`src/arith_pkg.sv`:
```
// Opcode patterns, field layout, types and timing counts for the arithmetic decoder
package arith_pkg;
  localparam int BIT_W = 0;
  localparam int BIT_D = 1;
  localparam int BIT_S = 1;
  localparam int MOD_HI = 7;
  localparam int MOD_LO = 6;
  localparam int EXT_HI = 5;
  localparam int EXT_LO = 3;
  localparam logic [1:0] MOD_REGISTER = 2'h3;
  localparam logic [7:0] MASK_DW = 8'hfc;
  localparam logic [7:0] MASK_W = 8'hfe;
  localparam logic [7:0] MASK_S = 8'hfd;
  localparam logic [7:0] MASK_REG = 8'hf8;
  localparam logic [7:0] OPC_SUB_RM = 8'h28;
  localparam logic [7:0] OPC_SUB_ACC = 8'h2c;
  localparam logic [7:0] OPC_BORROW_RM = 8'h18;
  localparam logic [7:0] OPC_BORROW_ACC = 8'h1c;
  localparam logic [7:0] OPC_COMPARE_RM = 8'h38;
  localparam logic [7:0] OPC_COMPARE_ACC = 8'h3c;
  localparam logic [7:0] OPC_IMM_GROUP = 8'h80;
  localparam logic [7:0] OPC_STEP_GROUP = 8'hfe;
  localparam logic [7:0] OPC_STEP_SHORT = 8'h48;
  localparam logic [7:0] OPC_UNARY_GROUP = 8'hf6;
  localparam logic [7:0] OPC_ASCII_ADD = 8'h37;
  localparam logic [7:0] OPC_ASCII_SUB = 8'h3f;
  localparam logic [7:0] OPC_DECIMAL_ADD = 8'h27;
  localparam logic [7:0] OPC_DECIMAL_SUB = 8'h2f;
  localparam logic [7:0] OPC_ESCAPE = 8'h0f;
  localparam logic [7:0] OPC2_SIGNED_MPY = 8'haf;
  localparam logic [7:0] OPC_SIGNED_MPY_IMM = 8'h69;
  localparam logic [2:0] EXT_SUB = 3'h5;
  localparam logic [2:0] EXT_BORROW = 3'h3;
  localparam logic [2:0] EXT_COMPARE = 3'h7;
  localparam logic [2:0] EXT_STEP_DOWN = 3'h1;
  localparam logic [2:0] EXT_SIGN_CHANGE = 3'h3;
  localparam logic [2:0] EXT_UNSIGNED_MPY = 3'h4;
  localparam logic [2:0] EXT_SIGNED_MPY = 3'h5;
  localparam logic [5:0] CLK_ALU_REG = 6'h02;
  localparam logic [5:0] CLK_ADJUST = 6'h04;
  localparam logic [5:0] CLK_MEM_FAST = 6'h05;
  localparam logic [5:0] CLK_MEM_MID = 6'h06;
  localparam logic [5:0] CLK_MEM_SLOW = 6'h07;
  localparam logic [5:0] MPY_LO_REG = 6'h0c;
  localparam logic [5:0] MPY_LO_MEM_BYTE = 6'h0f;
  localparam logic [5:0] MPY_LO_MEM_WORD = 6'h0f;
  localparam logic [5:0] MPY_LO_MEM_DWORD = 6'h11;
  localparam logic [5:0] IMM3_LO_REG = 6'h0d;
  localparam logic [5:0] IMM3_LO_MEM_WORD = 6'h0e;
  localparam logic [5:0] IMM3_LO_MEM_DWORD = 6'h10;
  localparam logic [5:0] SPAN_BYTE = 6'h05;
  localparam logic [5:0] SPAN_WORD = 6'h0d;
  localparam logic [5:0] SPAN_DWORD = 6'h1d;
  localparam logic [1:0] DC_NONE = 2'h0;
  localparam logic [1:0] DC_ONE = 2'h1;
  localparam logic [1:0] DC_TWO = 2'h2;

  typedef enum logic [3:0] {
    unknown_op, subtract_op, subtract_borrow_op, decrement_op, compare_op, sign_change_op,
    ascii_add_adjust_op, ascii_sub_adjust_op, decimal_add_adjust_op, decimal_sub_adjust_op,
    unsigned_multiply_op, signed_multiply_op
  } op_kind_t;
  typedef enum logic [3:0] {
    FORM_NONE, FORM_RM, FORM_IMM, FORM_ACC, FORM_SHORT, FORM_IMPLIED, FORM_GROUP,
    FORM_ESC, FORM_IMM3
  } form_t;
  typedef enum logic [1:0] {WIDTH_BYTE = 2'h0, WIDTH_WORD = 2'h1, WIDTH_DWORD = 2'h2} width_t;
  typedef enum logic [1:0] {ST_IDLE = 2'h1, ST_RUN = 2'h2} state_t;

  typedef struct packed {
    logic [7:0] opcode;
    logic [7:0] opcode2;
    logic [7:0] modrm;
    logic size_32;
  } instr_t;
  typedef struct packed {
    op_kind_t op;
    form_t form;
    logic mem;
    logic full;
    logic sign_ext;
    logic dir;
  } class_t;
  typedef struct packed {
    op_kind_t op;
    width_t width;
    logic mem;
    logic sign_ext;
    logic to_reg;
    logic [5:0] clocks;
    logic [1:0] data_cycles;
  } exec_t;
endpackage

```
`src/opcode_classify.sv`:
```
// Opcode and addressing byte recognition for the arithmetic group
`timescale 1ns/1ps
module opcode_classify (
  input wire arith_pkg::instr_t instr_i,
  output arith_pkg::class_t class_o
);
  wire [7:0] opc = instr_i.opcode;
  wire [2:0] ext = instr_i.modrm[arith_pkg::EXT_HI:arith_pkg::EXT_LO];
  wire mod_mem = instr_i.modrm[arith_pkg::MOD_HI:arith_pkg::MOD_LO] != arith_pkg::MOD_REGISTER;
  wire hit_sub_rm = (opc & arith_pkg::MASK_DW) == arith_pkg::OPC_SUB_RM;
  wire hit_sub_acc = (opc & arith_pkg::MASK_W) == arith_pkg::OPC_SUB_ACC;
  wire hit_borrow_rm = (opc & arith_pkg::MASK_DW) == arith_pkg::OPC_BORROW_RM;
  wire hit_borrow_acc = (opc & arith_pkg::MASK_W) == arith_pkg::OPC_BORROW_ACC;
  wire hit_compare_rm = (opc & arith_pkg::MASK_DW) == arith_pkg::OPC_COMPARE_RM;
  wire hit_compare_acc = (opc & arith_pkg::MASK_W) == arith_pkg::OPC_COMPARE_ACC;
  wire hit_imm = (opc & arith_pkg::MASK_DW) == arith_pkg::OPC_IMM_GROUP;
  wire hit_step = (opc & arith_pkg::MASK_W) == arith_pkg::OPC_STEP_GROUP;
  wire hit_short = (opc & arith_pkg::MASK_REG) == arith_pkg::OPC_STEP_SHORT;
  wire hit_unary = (opc & arith_pkg::MASK_W) == arith_pkg::OPC_UNARY_GROUP;
  wire hit_esc = (opc == arith_pkg::OPC_ESCAPE) && (instr_i.opcode2 == arith_pkg::OPC2_SIGNED_MPY);
  wire hit_imm3 = (opc & arith_pkg::MASK_S) == arith_pkg::OPC_SIGNED_MPY_IMM;
  wire hit_rm = hit_sub_rm | hit_borrow_rm | hit_compare_rm;
  wire hit_acc = hit_sub_acc | hit_borrow_acc | hit_compare_acc;
  wire hit_adjust = (opc == arith_pkg::OPC_ASCII_ADD) | (opc == arith_pkg::OPC_ASCII_SUB) |
                    (opc == arith_pkg::OPC_DECIMAL_ADD) | (opc == arith_pkg::OPC_DECIMAL_SUB);
  // Groups are only claimed for the middle fields this block owns
  wire grp_ok = (hit_imm && (ext == arith_pkg::EXT_SUB || ext == arith_pkg::EXT_BORROW ||
                 ext == arith_pkg::EXT_COMPARE)) || (hit_step && ext == arith_pkg::EXT_STEP_DOWN) ||
                (hit_unary && (ext == arith_pkg::EXT_SIGN_CHANGE ||
                 ext == arith_pkg::EXT_UNSIGNED_MPY || ext == arith_pkg::EXT_SIGNED_MPY));
  wire imm_sub = hit_imm && ext == arith_pkg::EXT_SUB;
  wire imm_borrow = hit_imm && ext == arith_pkg::EXT_BORROW;
  wire imm_compare = hit_imm && ext == arith_pkg::EXT_COMPARE;
  wire un_sign_flip = hit_unary && ext == arith_pkg::EXT_SIGN_CHANGE;
  wire un_umpy = hit_unary && ext == arith_pkg::EXT_UNSIGNED_MPY;
  wire un_smpy = hit_unary && ext == arith_pkg::EXT_SIGNED_MPY;
  wire with_modrm = hit_rm | (hit_imm & grp_ok) | ((hit_step | hit_unary) & grp_ok) |
                    hit_esc | hit_imm3;

  assign class_o.op =
    (hit_sub_rm | hit_sub_acc | imm_sub) ? arith_pkg::subtract_op :
    (hit_borrow_rm | hit_borrow_acc | imm_borrow) ? arith_pkg::subtract_borrow_op :
    ((hit_step & grp_ok) | hit_short) ? arith_pkg::decrement_op :
    (hit_compare_rm | hit_compare_acc | imm_compare) ? arith_pkg::compare_op :
    un_sign_flip ? arith_pkg::sign_change_op :
    (opc == arith_pkg::OPC_ASCII_ADD) ? arith_pkg::ascii_add_adjust_op :
    (opc == arith_pkg::OPC_ASCII_SUB) ? arith_pkg::ascii_sub_adjust_op :
    (opc == arith_pkg::OPC_DECIMAL_ADD) ? arith_pkg::decimal_add_adjust_op :
    (opc == arith_pkg::OPC_DECIMAL_SUB) ? arith_pkg::decimal_sub_adjust_op :
    un_umpy ? arith_pkg::unsigned_multiply_op :
    (un_smpy | hit_esc | hit_imm3) ? arith_pkg::signed_multiply_op : arith_pkg::unknown_op;
  assign class_o.form =
    hit_rm ? arith_pkg::FORM_RM :
    (hit_imm & grp_ok) ? arith_pkg::FORM_IMM :
    hit_acc ? arith_pkg::FORM_ACC :
    hit_short ? arith_pkg::FORM_SHORT :
    hit_adjust ? arith_pkg::FORM_IMPLIED :
    ((hit_step | hit_unary) & grp_ok) ? arith_pkg::FORM_GROUP :
    hit_esc ? arith_pkg::FORM_ESC :
    hit_imm3 ? arith_pkg::FORM_IMM3 : arith_pkg::FORM_NONE;
  assign class_o.mem = with_modrm & mod_mem;
  assign class_o.full = hit_esc | hit_imm3 | hit_short | (~hit_adjust & opc[arith_pkg::BIT_W]);
  assign class_o.sign_ext = (hit_imm | hit_imm3) & opc[arith_pkg::BIT_S];
  assign class_o.dir = hit_rm & opc[arith_pkg::BIT_D];
endmodule

```
`src/exec_cycle_counter.sv`:
```
// Down counter that measures out the execution clocks of one instruction
`timescale 1ns/1ps
module exec_cycle_counter (
  input wire clk_sys_i,
  input wire rst_n_i,
  input wire load_i,
  input wire [5:0] load_value_i,
  output logic last_o
);
  logic [5:0] count;

  always_ff @(posedge clk_sys_i or negedge rst_n_i) begin
    if (!rst_n_i) begin
      count <= 6'h00;
    end else if (load_i) begin
      count <= load_value_i;
    end else if (count != 6'h00) begin
      count <= count - 6'h01;
    end
  end

  assign last_o = count == 6'h01;
endmodule

```
`src/sub_cmp_mul_decode_timing.sv`:
```
// Arithmetic group decoder with execution clock and data cycle sequencing
`timescale 1ns/1ps
// Notes on behaviour
// - Subtract memory from register: 6 clocks, 1 data.
// - Subtract register from memory: 7 clocks, 2 data.
// - Immediate subtract: 2 or 7 clocks, 0/1 data.
// - Borrow subtract register-register: 2 clocks, no data.
// - Borrow subtract memory from register: 6 clocks, 1 data.
// - Borrow subtract register from memory: 7 clocks, 2 data.
// - Immediate borrow subtract: 2 or 7 clocks, 0/2.
// - Accumulator immediate borrow subtract: 2 clocks.
// - Decrement register/memory: 2 or 6 clocks, 0/2.
// - Compare register with register: 2 clocks, no data.
// - Compare memory with register: 5 clocks, 1 data.
// - Compare register with memory: 6 clocks, 2 data.
// - Immediate compare: 2 or 5 clocks, 0/1.
// - Sign change: 2 or 6 clocks, 0/2 data.
// - ASCII adjusts take 4 clocks each.
// - Decimal adjusts take 4 clocks each.
// - Unsigned accumulator multiply, operand-dependent clock ranges.
// - Signed accumulator multiply, same ranges, 0 data for register, 1 for byte/word memory, 2 for doubleword memory.
// - Two-byte signed register multiply, variable clocks.
// - Signed immediate multiply: 13-26/14-27, 13-42/16-45.
module sub_cmp_mul_decode_timing (
  input wire clk_sys_i,
  input wire rst_n_i,
  input wire start_i,
  input wire arith_pkg::instr_t instr_i,
  input wire [31:0] mult_value_i,
  output logic busy_o,
  output logic done_o,
  output logic illegal_o,
  output logic data_cycle_o,
  output arith_pkg::exec_t exec_o
);

  arith_pkg::class_t cls;
  arith_pkg::state_t state;
  arith_pkg::state_t next_state;
  arith_pkg::exec_t next_exec;
  logic [1:0] data_left;
  logic last_clock;

  opcode_classify u_classify (
    .instr_i(instr_i),
    .class_o(cls)
  );

  // Highest set bit; the multiplier ends early on small operands
  function automatic logic [4:0] msb_index(input logic [31:0] v);
    logic [4:0] idx;
    idx = 5'h00;
    for (int i = 0; i < 32; i++) begin
      if (v[i]) begin
        idx = 5'(i);
      end
    end
    return idx;
  endfunction

  // Operand magnitude at its width, two's complement undone for signed forms
  function automatic logic [31:0] magnitude(input logic [31:0] v, input arith_pkg::width_t w,
                                            input logic signed_op);
    logic [31:0] m;
    m = v;
    case (w)
      arith_pkg::WIDTH_BYTE: begin
        m = {24'h00_0000, (signed_op && v[7]) ? (~v[7:0] + 8'h01) : v[7:0]};
      end
      arith_pkg::WIDTH_WORD: begin
        m = {16'h0000, (signed_op && v[15]) ? (~v[15:0] + 16'h0001) : v[15:0]};
      end
      default: begin
        m = (signed_op && v[31]) ? (~v + 32'h0000_0001) : v;
      end
    endcase
    return m;
  endfunction

  function automatic logic [5:0] mpy_span(input arith_pkg::width_t w);
    logic [5:0] s;
    case (w)
      arith_pkg::WIDTH_BYTE: s = arith_pkg::SPAN_BYTE;
      arith_pkg::WIDTH_WORD: s = arith_pkg::SPAN_WORD;
      default: s = arith_pkg::SPAN_DWORD;
    endcase
    return s;
  endfunction

  // Fixed-time forms; multiply is handled apart
  function automatic logic [5:0] alu_clocks(input arith_pkg::class_t c);
    logic [5:0] n;
    n = arith_pkg::CLK_ALU_REG;
    case (c.form)
      arith_pkg::FORM_RM: begin
        if (!c.mem) begin
          n = arith_pkg::CLK_ALU_REG;
        end else if (c.op == arith_pkg::compare_op) begin
          n = c.dir ? arith_pkg::CLK_MEM_MID : arith_pkg::CLK_MEM_FAST;
        end else begin
          n = c.dir ? arith_pkg::CLK_MEM_MID : arith_pkg::CLK_MEM_SLOW;
        end
      end
      arith_pkg::FORM_IMM: begin
        if (!c.mem) begin
          n = arith_pkg::CLK_ALU_REG;
        end else if (c.op == arith_pkg::compare_op) begin
          n = arith_pkg::CLK_MEM_FAST;
        end else begin
          n = arith_pkg::CLK_MEM_SLOW;
        end
      end
      arith_pkg::FORM_IMPLIED: begin
        n = arith_pkg::CLK_ADJUST;
      end
      arith_pkg::FORM_GROUP: begin
        n = c.mem ? arith_pkg::CLK_MEM_MID : arith_pkg::CLK_ALU_REG;
      end
      default: begin
        n = arith_pkg::CLK_ALU_REG;
      end
    endcase
    return n;
  endfunction

  function automatic logic [1:0] alu_data(input arith_pkg::class_t c);
    logic [1:0] d;
    d = arith_pkg::DC_NONE;
    case (c.form)
      arith_pkg::FORM_RM: begin
        if (!c.mem) begin
          d = arith_pkg::DC_NONE;
        end else if (c.op == arith_pkg::compare_op) begin
          d = c.dir ? arith_pkg::DC_TWO : arith_pkg::DC_ONE;
        end else begin
          d = c.dir ? arith_pkg::DC_ONE : arith_pkg::DC_TWO;
        end
      end
      arith_pkg::FORM_IMM: begin
        if (!c.mem) begin
          d = arith_pkg::DC_NONE;
        end else if (c.op == arith_pkg::subtract_borrow_op) begin
          d = arith_pkg::DC_TWO;
        end else begin
          d = arith_pkg::DC_ONE;
        end
      end
      arith_pkg::FORM_GROUP: begin
        d = c.mem ? arith_pkg::DC_TWO : arith_pkg::DC_NONE;
      end
      default: begin
        d = arith_pkg::DC_NONE;
      end
    endcase
    return d;
  endfunction

  // Lowest multiply time for the form, width and operand place
  function automatic logic [5:0] mpy_base(input arith_pkg::class_t c, input arith_pkg::width_t w);
    logic [5:0] b;
    if (c.form == arith_pkg::FORM_IMM3) begin
      if (!c.mem) begin
        b = arith_pkg::IMM3_LO_REG;
      end else if (w == arith_pkg::WIDTH_DWORD) begin
        b = arith_pkg::IMM3_LO_MEM_DWORD;
      end else begin
        b = arith_pkg::IMM3_LO_MEM_WORD;
      end
    end else if (!c.mem) begin
      b = arith_pkg::MPY_LO_REG;
    end else begin
      case (w)
        arith_pkg::WIDTH_BYTE: b = arith_pkg::MPY_LO_MEM_BYTE;
        arith_pkg::WIDTH_WORD: b = arith_pkg::MPY_LO_MEM_WORD;
        default: b = arith_pkg::MPY_LO_MEM_DWORD;
      endcase
    end
    return b;
  endfunction

  // width from the full flag (low opcode bit, fixed for short, escape, imm3 and adjust forms) and size
  wire arith_pkg::width_t width = !cls.full ? arith_pkg::WIDTH_BYTE :
                                  instr_i.size_32 ? arith_pkg::WIDTH_DWORD :
                                  arith_pkg::WIDTH_WORD;
  wire is_mpy = cls.op == arith_pkg::unsigned_multiply_op ||
                cls.op == arith_pkg::signed_multiply_op;
  wire mpy_signed = cls.op == arith_pkg::signed_multiply_op;
  wire [4:0] mpy_msb = msb_index(magnitude(mult_value_i, width, mpy_signed));
  wire [5:0] span = mpy_span(width);
  wire [5:0] mpy_extra = ({1'b0, mpy_msb} > span) ? span : {1'b0, mpy_msb};
  wire [5:0] mpy_clocks = mpy_base(cls, width) + mpy_extra;
  wire [1:0] mpy_data = !cls.mem ? arith_pkg::DC_NONE :
                        (width == arith_pkg::WIDTH_DWORD) ? arith_pkg::DC_TWO :
                        arith_pkg::DC_ONE;
  wire known = cls.op != arith_pkg::unknown_op;

  assign next_exec.op = cls.op;
  assign next_exec.width = width;
  assign next_exec.mem = cls.mem;
  assign next_exec.sign_ext = cls.sign_ext;
  assign next_exec.to_reg = (cls.form == arith_pkg::FORM_RM) ? cls.dir :
                            (cls.form == arith_pkg::FORM_ESC ||
                             cls.form == arith_pkg::FORM_IMM3) ? 1'b1 : !cls.mem;
  assign next_exec.clocks = is_mpy ? mpy_clocks : alu_clocks(cls);
  assign next_exec.data_cycles = is_mpy ? mpy_data : alu_data(cls);

  // Requests during execution are dropped, not queued
  wire accept = (state == arith_pkg::ST_IDLE) && start_i;
  wire load = accept && known;
  wire finish = (state == arith_pkg::ST_RUN) && last_clock;

  exec_cycle_counter u_counter (
    .clk_sys_i(clk_sys_i),
    .rst_n_i(rst_n_i),
    .load_i(load),
    .load_value_i(next_exec.clocks),
    .last_o(last_clock)
  );

  always_comb begin
    next_state = state;
    case (state)
      arith_pkg::ST_IDLE: begin
        if (load) begin
          next_state = arith_pkg::ST_RUN;
        end
      end
      arith_pkg::ST_RUN: begin
        if (finish) begin
          next_state = arith_pkg::ST_IDLE;
        end
      end
      default: begin
        next_state = arith_pkg::ST_IDLE;
      end
    endcase
  end

  always_ff @(posedge clk_sys_i or negedge rst_n_i) begin
    if (!rst_n_i) begin
      state <= arith_pkg::ST_IDLE;
      busy_o <= 1'b0;
      done_o <= 1'b0;
      illegal_o <= 1'b0;
    end else begin
      state <= next_state;
      busy_o <= next_state == arith_pkg::ST_RUN;
      done_o <= finish;
      illegal_o <= accept && !known;
    end
  end

  always_ff @(posedge clk_sys_i or negedge rst_n_i) begin
    if (!rst_n_i) begin
      exec_o <= '0;
    end else if (load) begin
      exec_o <= next_exec;
    end
  end

  // Data cycles go out first; no form has more data cycles than clocks
  always_ff @(posedge clk_sys_i or negedge rst_n_i) begin
    if (!rst_n_i) begin
      data_left <= arith_pkg::DC_NONE;
      data_cycle_o <= 1'b0;
    end else if (load) begin
      data_cycle_o <= next_exec.data_cycles != arith_pkg::DC_NONE;
      data_left <= (next_exec.data_cycles != arith_pkg::DC_NONE) ?
                   next_exec.data_cycles - arith_pkg::DC_ONE : arith_pkg::DC_NONE;
    end else begin
      data_cycle_o <= data_left != arith_pkg::DC_NONE;
      if (data_left != arith_pkg::DC_NONE) begin
        data_left <= data_left - arith_pkg::DC_ONE;
      end
    end
  end
endmodule

```
`config.mk`:
```
export PLATFORM = sky130hd
export DESIGN_NAME = sub_cmp_mul_decode_timing
export DESIGN_NICKNAME = d
export VERILOG_FILES = /design/src/arith_pkg.sv /design/src/opcode_classify.sv /design/src/exec_cycle_counter.sv /design/src/sub_cmp_mul_decode_timing.sv
export SDC_FILE = /design/constraint.sdc
export NUM_CORES = 1
export LEC_CHECK = 0
export BUFFER_PORTS_ARGS = -buffer_cell sky130_fd_sc_hd__buf_2
export CAP_MARGIN = 10
export CORE_ASPECT_RATIO = 0.5
export CORE_MARGIN = 4
export CORE_UTILIZATION = 52
export CTS_BUF_LIST = sky130_fd_sc_hd__clkbuf_8
export DETAILED_ROUTE_END_ITERATION = 12
export PLACE_DENSITY = 0.79
export SLEW_MARGIN = 10
export SYNTH_ARGS = -nofsm -noshare
export SYNTH_HDL_FRONTEND = slang
export SYNTH_SLANG_ARGS = --single-unit
```
`constraint.sdc`:
```
create_clock -name clk_sys_i -period 1.7 [get_ports clk_sys_i]
set_clock_uncertainty 0.05 [all_clocks]
set_input_delay 0.17 -clock clk_sys_i [delete_from_list [all_inputs] [get_ports clk_sys_i]]
set_output_delay 0.17 -clock clk_sys_i [all_outputs]
set_load 0.01 [all_outputs]
```
==> results.py, run 1 <==
metrics = {
    "synth": {
        "syn_nets": 622,
        "yosys-top-cells-area": "dfrtp_1 (19%), nor2_1 (5.3%), ha_1 (4.4%), a21oi_1 (4.3%), nand2_1 (4.2%)",
        "ys_ff_latch": 31,
        "ys_async_sr_fraction_pct": 100,
        "yosys.area.top_type": "dfrtp_1",
        "synth_edf_count": 0,
        "seq_area_frac_synth_pct": 19.5,
        "syn_inst": 547,
        "synth_cell_types": 78,
        "synth_warnings": 0,
        "synthesis.area_mm2": 0.00399,
        "ys.flop_type": "dfrtp_1",
        "synth_top_cell_area_share_pct": 18.8,
        "syn_area_per_cell_um2": 7.29,
    },
    "cts": {
        "cts_sinks": 31,
        "clk_path_buf_depth": 2,
        "cts_root_buf": "clkbuf_8",
        "ctsHtreeMaxLevel": 2,
        "cts_buffers": 5,
    },
    "floorplanning": {
        "chipHeight_um": 69.9,
        "initial_utilization_pct": 54.0,
        "die_w_um": 132,
        "rows": 22,
        "ios": 81,
    },
    "sta": {
        "worstEndpointType": "register input",
        "worstEndpointGrtRepair": "u_counter.count[4]$_DFFE_PN0P_/D",
    },
    "grt": {
        "grt_start_max_net_pins": 32,
        "grt_overflow": 8,
        "grt_usage_pct": 66.8,
    },
    "place": {
        "dpl.hpwl_um": 11600,
        "io_buffers": 77,
        "gp_congestion": 0.996,
    },
    "status": {
        "status": "did not finish",
        "lastStage": "5_1_grt",
        "toolErrorMsg": "[ERROR GRT-0232] Routing congestion too high. Check the congestion heatmap in the GUI.",
    },
}
==> synthesized netlist by cell type, types with 4 or more instances <==
library cell and n:
or4_1 6, nor4_1 11, nand2b_1 8, nand3_1 16, mux2_2 5, dfrtp_1 30
clkbuf_1 21, nor3b_1 4, xnor2_1 12, nand4_1 8, nor3_1 27, a211oi_1 9
inv_1 25, buf_2 4, a21o_1 14, a31oi_1 10, nand2_1 45, and2_1 6
nor2_1 56, nor2b_1 5, and3_1 10, o21ai_0 31, a31o_2 5, o21ai_1 5
ha_1 14, xor2_1 10, o211ai_1 8, a311oi_1 7, o31ai_1 9, or3_1 16
o21a_1 8, a21oi_1 34
==> per-stage QoR <==
stage / area (um2) / setup TNS, ps / std cells / hold WS, ps / setup WS [ps]
2_1_floorplan: 4150 / -55600 / 547 / -176 / -3210
3_3_place_gp: 6030 / -58230 / 894 / 191 / -3230
3_5_place_dp: 6030 / -61500 / 894 / 190 / -3470
4_1_cts: 6660 / -44020 / 927 / 121 / -3080
==> what timing repair did <==
action / 4_1_cts
endpoints found under the setup margin: 30
hold buffers: 1
pin swaps: 23
setup buffers: 23
gates cloned: 1
resized for setup: 76
hold endpoints to repair: 30
==> metal layers <==
metal	GRT overflow	track usage, %
met3	0	53.9
met2	6	84.5
met5	0	13.9
met4	2	67.4
met1	0	65.0
==> logic make-up after synthesis <==
| kind of cell | share of synthesized area [%] |
|---|---|
| mux | 2.54 |
| simple gates | 32.0 |
| flops | 19.5 |
| compound gates | 30.9 |
| buf+inv | 5.31 |
| fa+ha+maj | 4.90 |
| xor+xnor | 4.84 |
==> run 2, diff against run 1 <==
CORE_ASPECT_RATIO = default   (was 0.5)
CORE_UTILIZATION = 40   (was 52)
CTS_BUF_LIST = default   (was sky130_fd_sc_hd__clkbuf_8)
PLACE_DENSITY = default   (was 0.79)
PLACE_DENSITY_LB_ADDON = 0.15   (was default)
clock period = 2.2 ns   (was 1.7 ns; I/O delays follow)
==> run 2 against run 1 <==
  * The flow now finishes, with violations (setup timing)
  * Synthesized cell count unchanged
  * Synthesized area unchanged
==> results.py, run 2 <==
metrics = {
    "status": {
        "status": "finished, violations left",
        "violations": "setup timing",
    },
    "route": {
        "drc": 0,
        "final_antenna_net_count": 0,
        "post_drt_wl_per_cell_um": 16.1,
        "vias": 5558,
        "drtIter0Drc": 281,
        "routed_via_density": 5.64,
        "wirelength_um": 15900,
        "first_pass_iters": 5,
    },
    "min_path": {
        "hp-start": "instr_i[0]",
        "whs_endpoint": "exec_o[11]",
        "min-delay-path-class": "input port to register",
        "min_path_cells": 3,
    },
    "synth": {
        "syn_area_per_cell_um2": 7.29,
        "synth_warnings": 0,
        "synth_cell_types": 78,
        "synthesis.area_mm2": 0.00399,
        "ys_ff_latch": 31,
        "yosysMostFrequentCell": "nor2_1",
        "synth_edf_count": 0,
        "seq_area_frac_synth_pct": 19.5,
        "ys.flop_type": "dfrtp_1",
        "syn_nets": 622,
        "synthTopCellsByCount": "nor2_1 (56), nand2_1 (45), a21oi_1 (34), o21ai_0 (31), dfrtp_1 (30)",
        "yosys-top-cells-area": "dfrtp_1 (19%), nor2_1 (5.3%), ha_1 (4.4%), a21oi_1 (4.3%), nand2_1 (4.2%)",
        "syn_inst": 547,
        "ys_async_sr_fraction_pct": 100,
        "yosys.area.top_type": "dfrtp_1",
        "synth_top_cell_area_share_pct": 18.8,
    },
    "floorplanning": {
        "chipHeight_um": 108,
        "rows": 36,
        "die_w_um": 108,
        "core_area_mm2": 0.00973,
        "ios": 81,
        "initial_utilization_pct": 41.0,
        "dieArea_mm2": 0.0116,
    },
    "setup_path": {
        "required_ps": 2330,
        "crit_chain": "buf_6 -> or4_4 -> or3_4 -> or4_4 -> or2_1 -> a211oi_2 -> nor3_4 -> nor2_4 -> nand3b_1 -> ha_4 -> nand2_4 -> or4b_4 -> o2111ai_4 -> buf_6 -> mux2_4 -> ha_4 -> nor2b_4 -> o21a_1 -> o21a_1 -> a21oi_1 -> nor2_1",
        "endpoint_kind": "register",
        "worst_r2r_path_depth": 5,
        "crit_type": "input port to register",
        "crit_buf_inv": 2,
        "start_kind": "input port",
        "critPathMaxStageDelay_ps": 530,
        "r2r_setup_slack_ps": 390,
        "cp_top_family": "simple AND/OR/NAND/NOR gates",
        "r2r_end": "busy_o",
        "cp_slowest_cell": "or4_4",
        "critPathMaxFanout": 5,
        "crit_arrival_ps": 4940,
        "regToRegStartpoint": "u_counter.count[2]",
    },
    "sta": {
        "whs_ps": 209,
        "slew_headroom_pct": 53.4,
        "setup_slack_ps": -2620,
        "max_slew.worst_pin.slew_ps": 698,
        "timing.fmax_ghz": 0.208,
        "period_needed_ps": 4820,
        "rsz0062_at_grt": "true",
        "period_share_pct": 219,
        "drv_slew": 0,
        "hold_viol_final": 0,
        "finalSetupViolations": 29,
        "tns_ps": -34180,
    },
    "cts": {
        "clk_path_buf_depth": 2,
        "cts_tree": "done",
        "clock_latency_ps": 290,
        "ctsHtreeMaxLevel": 2,
        "cts_sinks": 31,
        "cts_root_buf": "clkbuf_8",
        "clk_pin_slew_worst_paths_ps": 70,
        "cts_buffers": 5,
    },
    "power_and_ir_drop": {
        "ir_drop_mv": 0.488,
        "leakage_uw": 0.00337,
        "powerDensity_mw_per_mm2": 484,
    },
    "grt": {
        "grt_use_met1_pct": 30.9,
        "grt_pass1_wl_um": 25000,
        "busiest_layer": "met2",
        "grt_usage_pct": 26.1,
        "grt_overflow": 0,
        "antenna_found_initial": 0,
        "grtUsageMet3_pct": 2.28,
        "grt_pass1_vias": 5368,
        "met2_usage_pct": 48.7,
        "grt_start_max_net_pins": 32,
    },
    "place": {
        "gp_congestion": 0.893,
        "io_buffers": 77,
        "dpl.hpwl_um": 11400,
    },
    "layout": {
        "fin_nets": 927,
        "final_common_cell": "buf_4",
        "area_growth_pct": 79.3,
        "largest_reg_flops": 17,
        "reg.largest.list": "exec_o: 17 flops, u_counter.count: 6 flops",
        "final_layout_size_suffix_gt1_share_pct": 51.6,
        "top_register": "exec_o",
        "fin_util_pct": 73.4,
        "antenna_cells": 0,
        "final_cell_mix": "buf_4 (219), buf_2 (67), nor2_1 (48), nand2_1 (41), buf_6 (36)",
    },
    "flow_run": {
        "maxCapViolCount": 0,
    },
}
-- run 2: cell counts after synthesis --
Identical to the previous run, type by type.
-- run 2: per-stage QoR --
step	instance area (um2)	setup slack, ps	total power [uW]	instances
after floorplan	4150	-2760	1800	547
after global placement	6020	-2920	2420	924
after detailed placement	6020	-3170	2480	924
after CTS	6900	-2550	3270	975
after global routing	7150	-2810	3700	986
final	7150	-2620	3460	986
-- run 2: layout make-up --
class,count,area [um2]
Tap cell,133,166
Multi-Input combinational cell,465,3580
Sequential cell,31,777
Inverter,25,96.3
Timing Repair Buffer,324,2410
Clock buffer,6,82.6
Fill cell,738,2580
Clock inverter,2,35.0
-- run 2: power breakdown --
group	total, uW	switching, uW	internal [uW]
Sequential	917	137	780
Combinational	1960	981	978
Clock	586	220	366
Total	3460	1340	2120
-- run 2: worst max path at each step --
stage                           startpoint                  to  slack (ps)  cells after the start
after floorplan                instr_i[21]  u_counter.count[5]       -2760                     25
after global placement     mult_value_i[0]  u_counter.count[5]       -2920                     26
after CTS                 mult_value_i[12]  u_counter.count[5]       -2550                     21
after detailed placement   mult_value_i[0]  u_counter.count[4]       -3170                     29
final                     mult_value_i[12]  u_counter.count[5]       -2620                     21
after global routing      mult_value_i[12]  u_counter.count[5]       -2810                     24
-- run 2: worst register-to-register path: stages (launching register included) --
cell and delay [ps]:
dfrtp_1 430, nor4_1 490, and3_1 290, nor2b_1 60, o21ai_0 260, a211oi_1 120
-- run 2: kinds of logic after synthesis --
logic type | count (synthesis) | share of synthesized area [%]
mux | 9 | 2.54
simple gates | 240 | 32.0
compound gates | 178 | 30.9
xor+xnor | 22 | 4.84
fa+ha+maj | 15 | 4.90
buf+inv | 52 | 5.31
flops | 31 | 19.5
-- run 2: routing by layer --
metal,up-vias,wire length (um)
met5,-,0
met1,2619,6500
met3,49,706
met2,192,8130
met4,0,554
li1,2698,-
-- run 2: timing repair --
item	CTS	global route
buffers inserted	42	12
gates resized for setup	100	35
pin swaps	23	12
setup endpoints to repair	30	29
hold endpoints to repair	30	0
hold buffers	1	0
cloned	3	0
Note: power is estimated with default switching activity, not from simulation.
==> run 3, diff against run 2 <==
CELL_PAD_IN_SITES_DETAIL_PLACEMENT = 0   (was default)
CELL_PAD_IN_SITES_GLOBAL_PLACEMENT = 2   (was default)
CORE_UTILIZATION = 32   (was 40)
SETUP_SLACK_MARGIN = 0.4   (was default)
TNS_END_PERCENT = 50   (was default)
==> run 3 against run 2 <==
  * The run still ends with setup timing left
  * Worst hold slack worse by 15 ps
  * Sequential share of layout area fell by 0.17 points
  * Register-to-register slack worse by 50 ps
  * Highest routed layer unchanged
==> results.py, run 3 (synthesis results as in run 2) <==
metrics = {
    "layout": {
        "fin_nets": 923,
        "largest_reg_flops": 17,
        "antenna_cells": 0,
        "final_common_cell": "buf_4",
        "top_register": "exec_o",
        "final_layout_size_suffix_gt1_share_pct": 51.8,
        "layout.cells.non_filler": 1017,
        "post-route-cell-area_mm2": 0.00726,
        "final_cell_mix": "buf_4 (221), buf_2 (71), nor2_1 (51), nand2_1 (40), dfrtp_1 (30)",
        "reg.largest.list": "exec_o: 17 flops, u_counter.count: 6 flops",
        "area_growth_pct": 82.1,
        "n_fill_cell": 1107,
    },
    "route": {
        "drc": 0,
        "met3_wirelength_um": 603,
        "first_pass_iters": 5,
        "wirelength_um": 15600,
        "post_drt_wl_per_cell_um": 15.4,
        "drt-met1-wl_um": 6820,
        "wl_met2_um": 7850,
        "final_antenna_net_count": 0,
        "vias": 5301,
        "routed_via_density": 5.21,
        "maxUsedRoutingLayer": "met4",
        "drtIter0Drc": 308,
    },
    "sta": {
        "drv_slew": 0,
        "period_share_pct": 223,
        "slew_headroom_pct": 53.9,
        "period_needed_ps": 4900,
        "rsz0062_at_grt": "true",
        "hold_viol_final": 0,
        "finalSetupViolations": 29,
        "tns_ps": -34900,
        "setup_slack_ps": -2700,
        "max_slew.worst_pin.slew_ps": 691,
        "timing.fmax_ghz": 0.204,
    },
    "setup_path": {
        "endpoint_kind": "register",
        "crit_arrival_ps": 4990,
        "crit_type": "input port to register",
        "crit_buf_inv": 6,
        "start_kind": "input port",
        "path_common_cell": "buf_4",
        "critPathMaxFanout": 8,
        "cp_top_family": "simple AND/OR/NAND/NOR gates",
        "cp_slowest_cell": "or4b_4",
        "crit_chain": "buf_2 -> nand4_1 -> or2_4 -> or4b_4 -> a21boi_4 -> buf_4 -> buf_12 -> buf_4 -> o311ai_0 -> a31o_2 -> and3_1 -> a31o_4 -> ha_4 -> nand2_4 -> or4b_4 -> o2111ai_4 -> or3_4 -> ha_4 -> inv_2 -> fa_2 -> buf_4 -> xnor2_2 -> a211oi_2 -> a21oi_1",
        "required_ps": 2300,
        "critPathMaxStageDelay_ps": 610,
    },
    "power_and_ir_drop": {
        "leakage_uw": 0.00340,
        "p_total_uw": 3580,
        "powerDensity_mw_per_mm2": 493,
        "ir_drop_mv": 0.297,
    },
    "floorplanning": {
        "dieArea_mm2": 0.0143,
        "die_w_um": 120,
        "core_area_mm2": 0.0121,
        "ios": 81,
        "initial_utilization_pct": 32.9,
        "chipHeight_um": 120,
        "rows": 40,
    },
    "status": {
        "status": "finished, violations left",
        "violations": "setup timing",
    },
    "min_path": {
        "min-delay-path-class": "input port to register",
    },
    "flow_run": {
        "maxCapViolCount": 0,
    },
    "place": {
        "io_buffers": 77,
        "placed_area_mm2": 0.00608,
        "dpl.hpwl_um": 11900,
        "pre_cts_ws_ps": -3190,
        "gp_congestion": 0.951,
        "dpl.cell_count": 960,
    },
    "cts": {
        "ctsHtreeMaxLevel": 2,
        "cts_sinks": 31,
        "clk_pin_slew_worst_paths_ps": 50,
        "cts_root_buf": "clkbuf_16",
        "cts_buffers": 5,
        "clk_path_buf_depth": 2,
        "clock_latency_ps": 270,
        "cts_tree": "done",
    },
    "grt": {
        "grt_overflow": 0,
        "grt_pass1_vias": 5169,
        "grt_start_max_net_pins": 32,
        "antenna_found_initial": 0,
        "grt_pass1_wl_um": 24300,
        "grt_usage_pct": 20.3,
    },
}
## run 3: changes by cell type in the layout (fill, tap and decap cells not counted), moves of 4 or more
cell / before / now
clkbuf_8: 6 / 1
clkbuf_16: 0 / 5
buf_6: 36 / 24
buf_2: 67 / 71
## run 3: per-stage QoR
step / utilization, % / hold slack [ps]
after detailed placement: 50.2 / 247
after CTS: 55.4 / 153
final: 59.9 / 195
after global placement: 50.2 / 238
after global routing: 59.9 / 193
after floorplan: - / -126
## run 3: layout make-up
| class | count | area, um2 | area share (%) |
|---|---|---|---|
| multi-input combinational | 465 | 3650 | 50.2 |
| timing repair buffer | 320 | 2350 | 32.4 |
| sequential | 31 | 777 | 10.7 |
| tap | 168 | 210 | 2.90 |
| clock buffer | 6 | 139 | 1.91 |
| inverter | 25 | 101 | 1.40 |
| clock inverter | 2 | 35.0 | 0.483 |
## run 3: layer usage
metal	vias up	GRT usage, %
met5	-	0
met4	0	5.51
met3	25	1.93
met2	127	36.9
met1	2456	25.5
li1	2693	-
## run 3: final timing paths
check                                   start           end  slack [ps]  cells after the start
min                                   start_i  data_left[1]         190                      2
max reg2reg                u_counter.count[2]        busy_o         340                      5
min in group asynchronous             rst_n_i     exec_o[9]         490                      2
max in group asynchronous             rst_n_i    exec_o[11]        1170                      2
min reg2reg                         exec_o[1]     exec_o[1]         410                      2
max                               instr_i[21]     exec_o[4]       -2700                     24
## run 3: power by group
group	internal, uW	leakage (uW)	switching [uW]
Sequential	781	0.000394	126
Combinational	962	0.00292	916
Clock	562	0.0000868	231
## run 3: repair_timing
| item | CTS | global route |
|---|---|---|
| resized for setup | 40 | 94 |
| pin swaps | 20 | 24 |
| gates cloned | 0 | 2 |
| setup buffers | 31 | 15 |
| endpoints found under the setup margin | 30 | 30 |
| hold buffers | 1 | 0 |
| endpoints found under the hold margin | 30 | 0 |
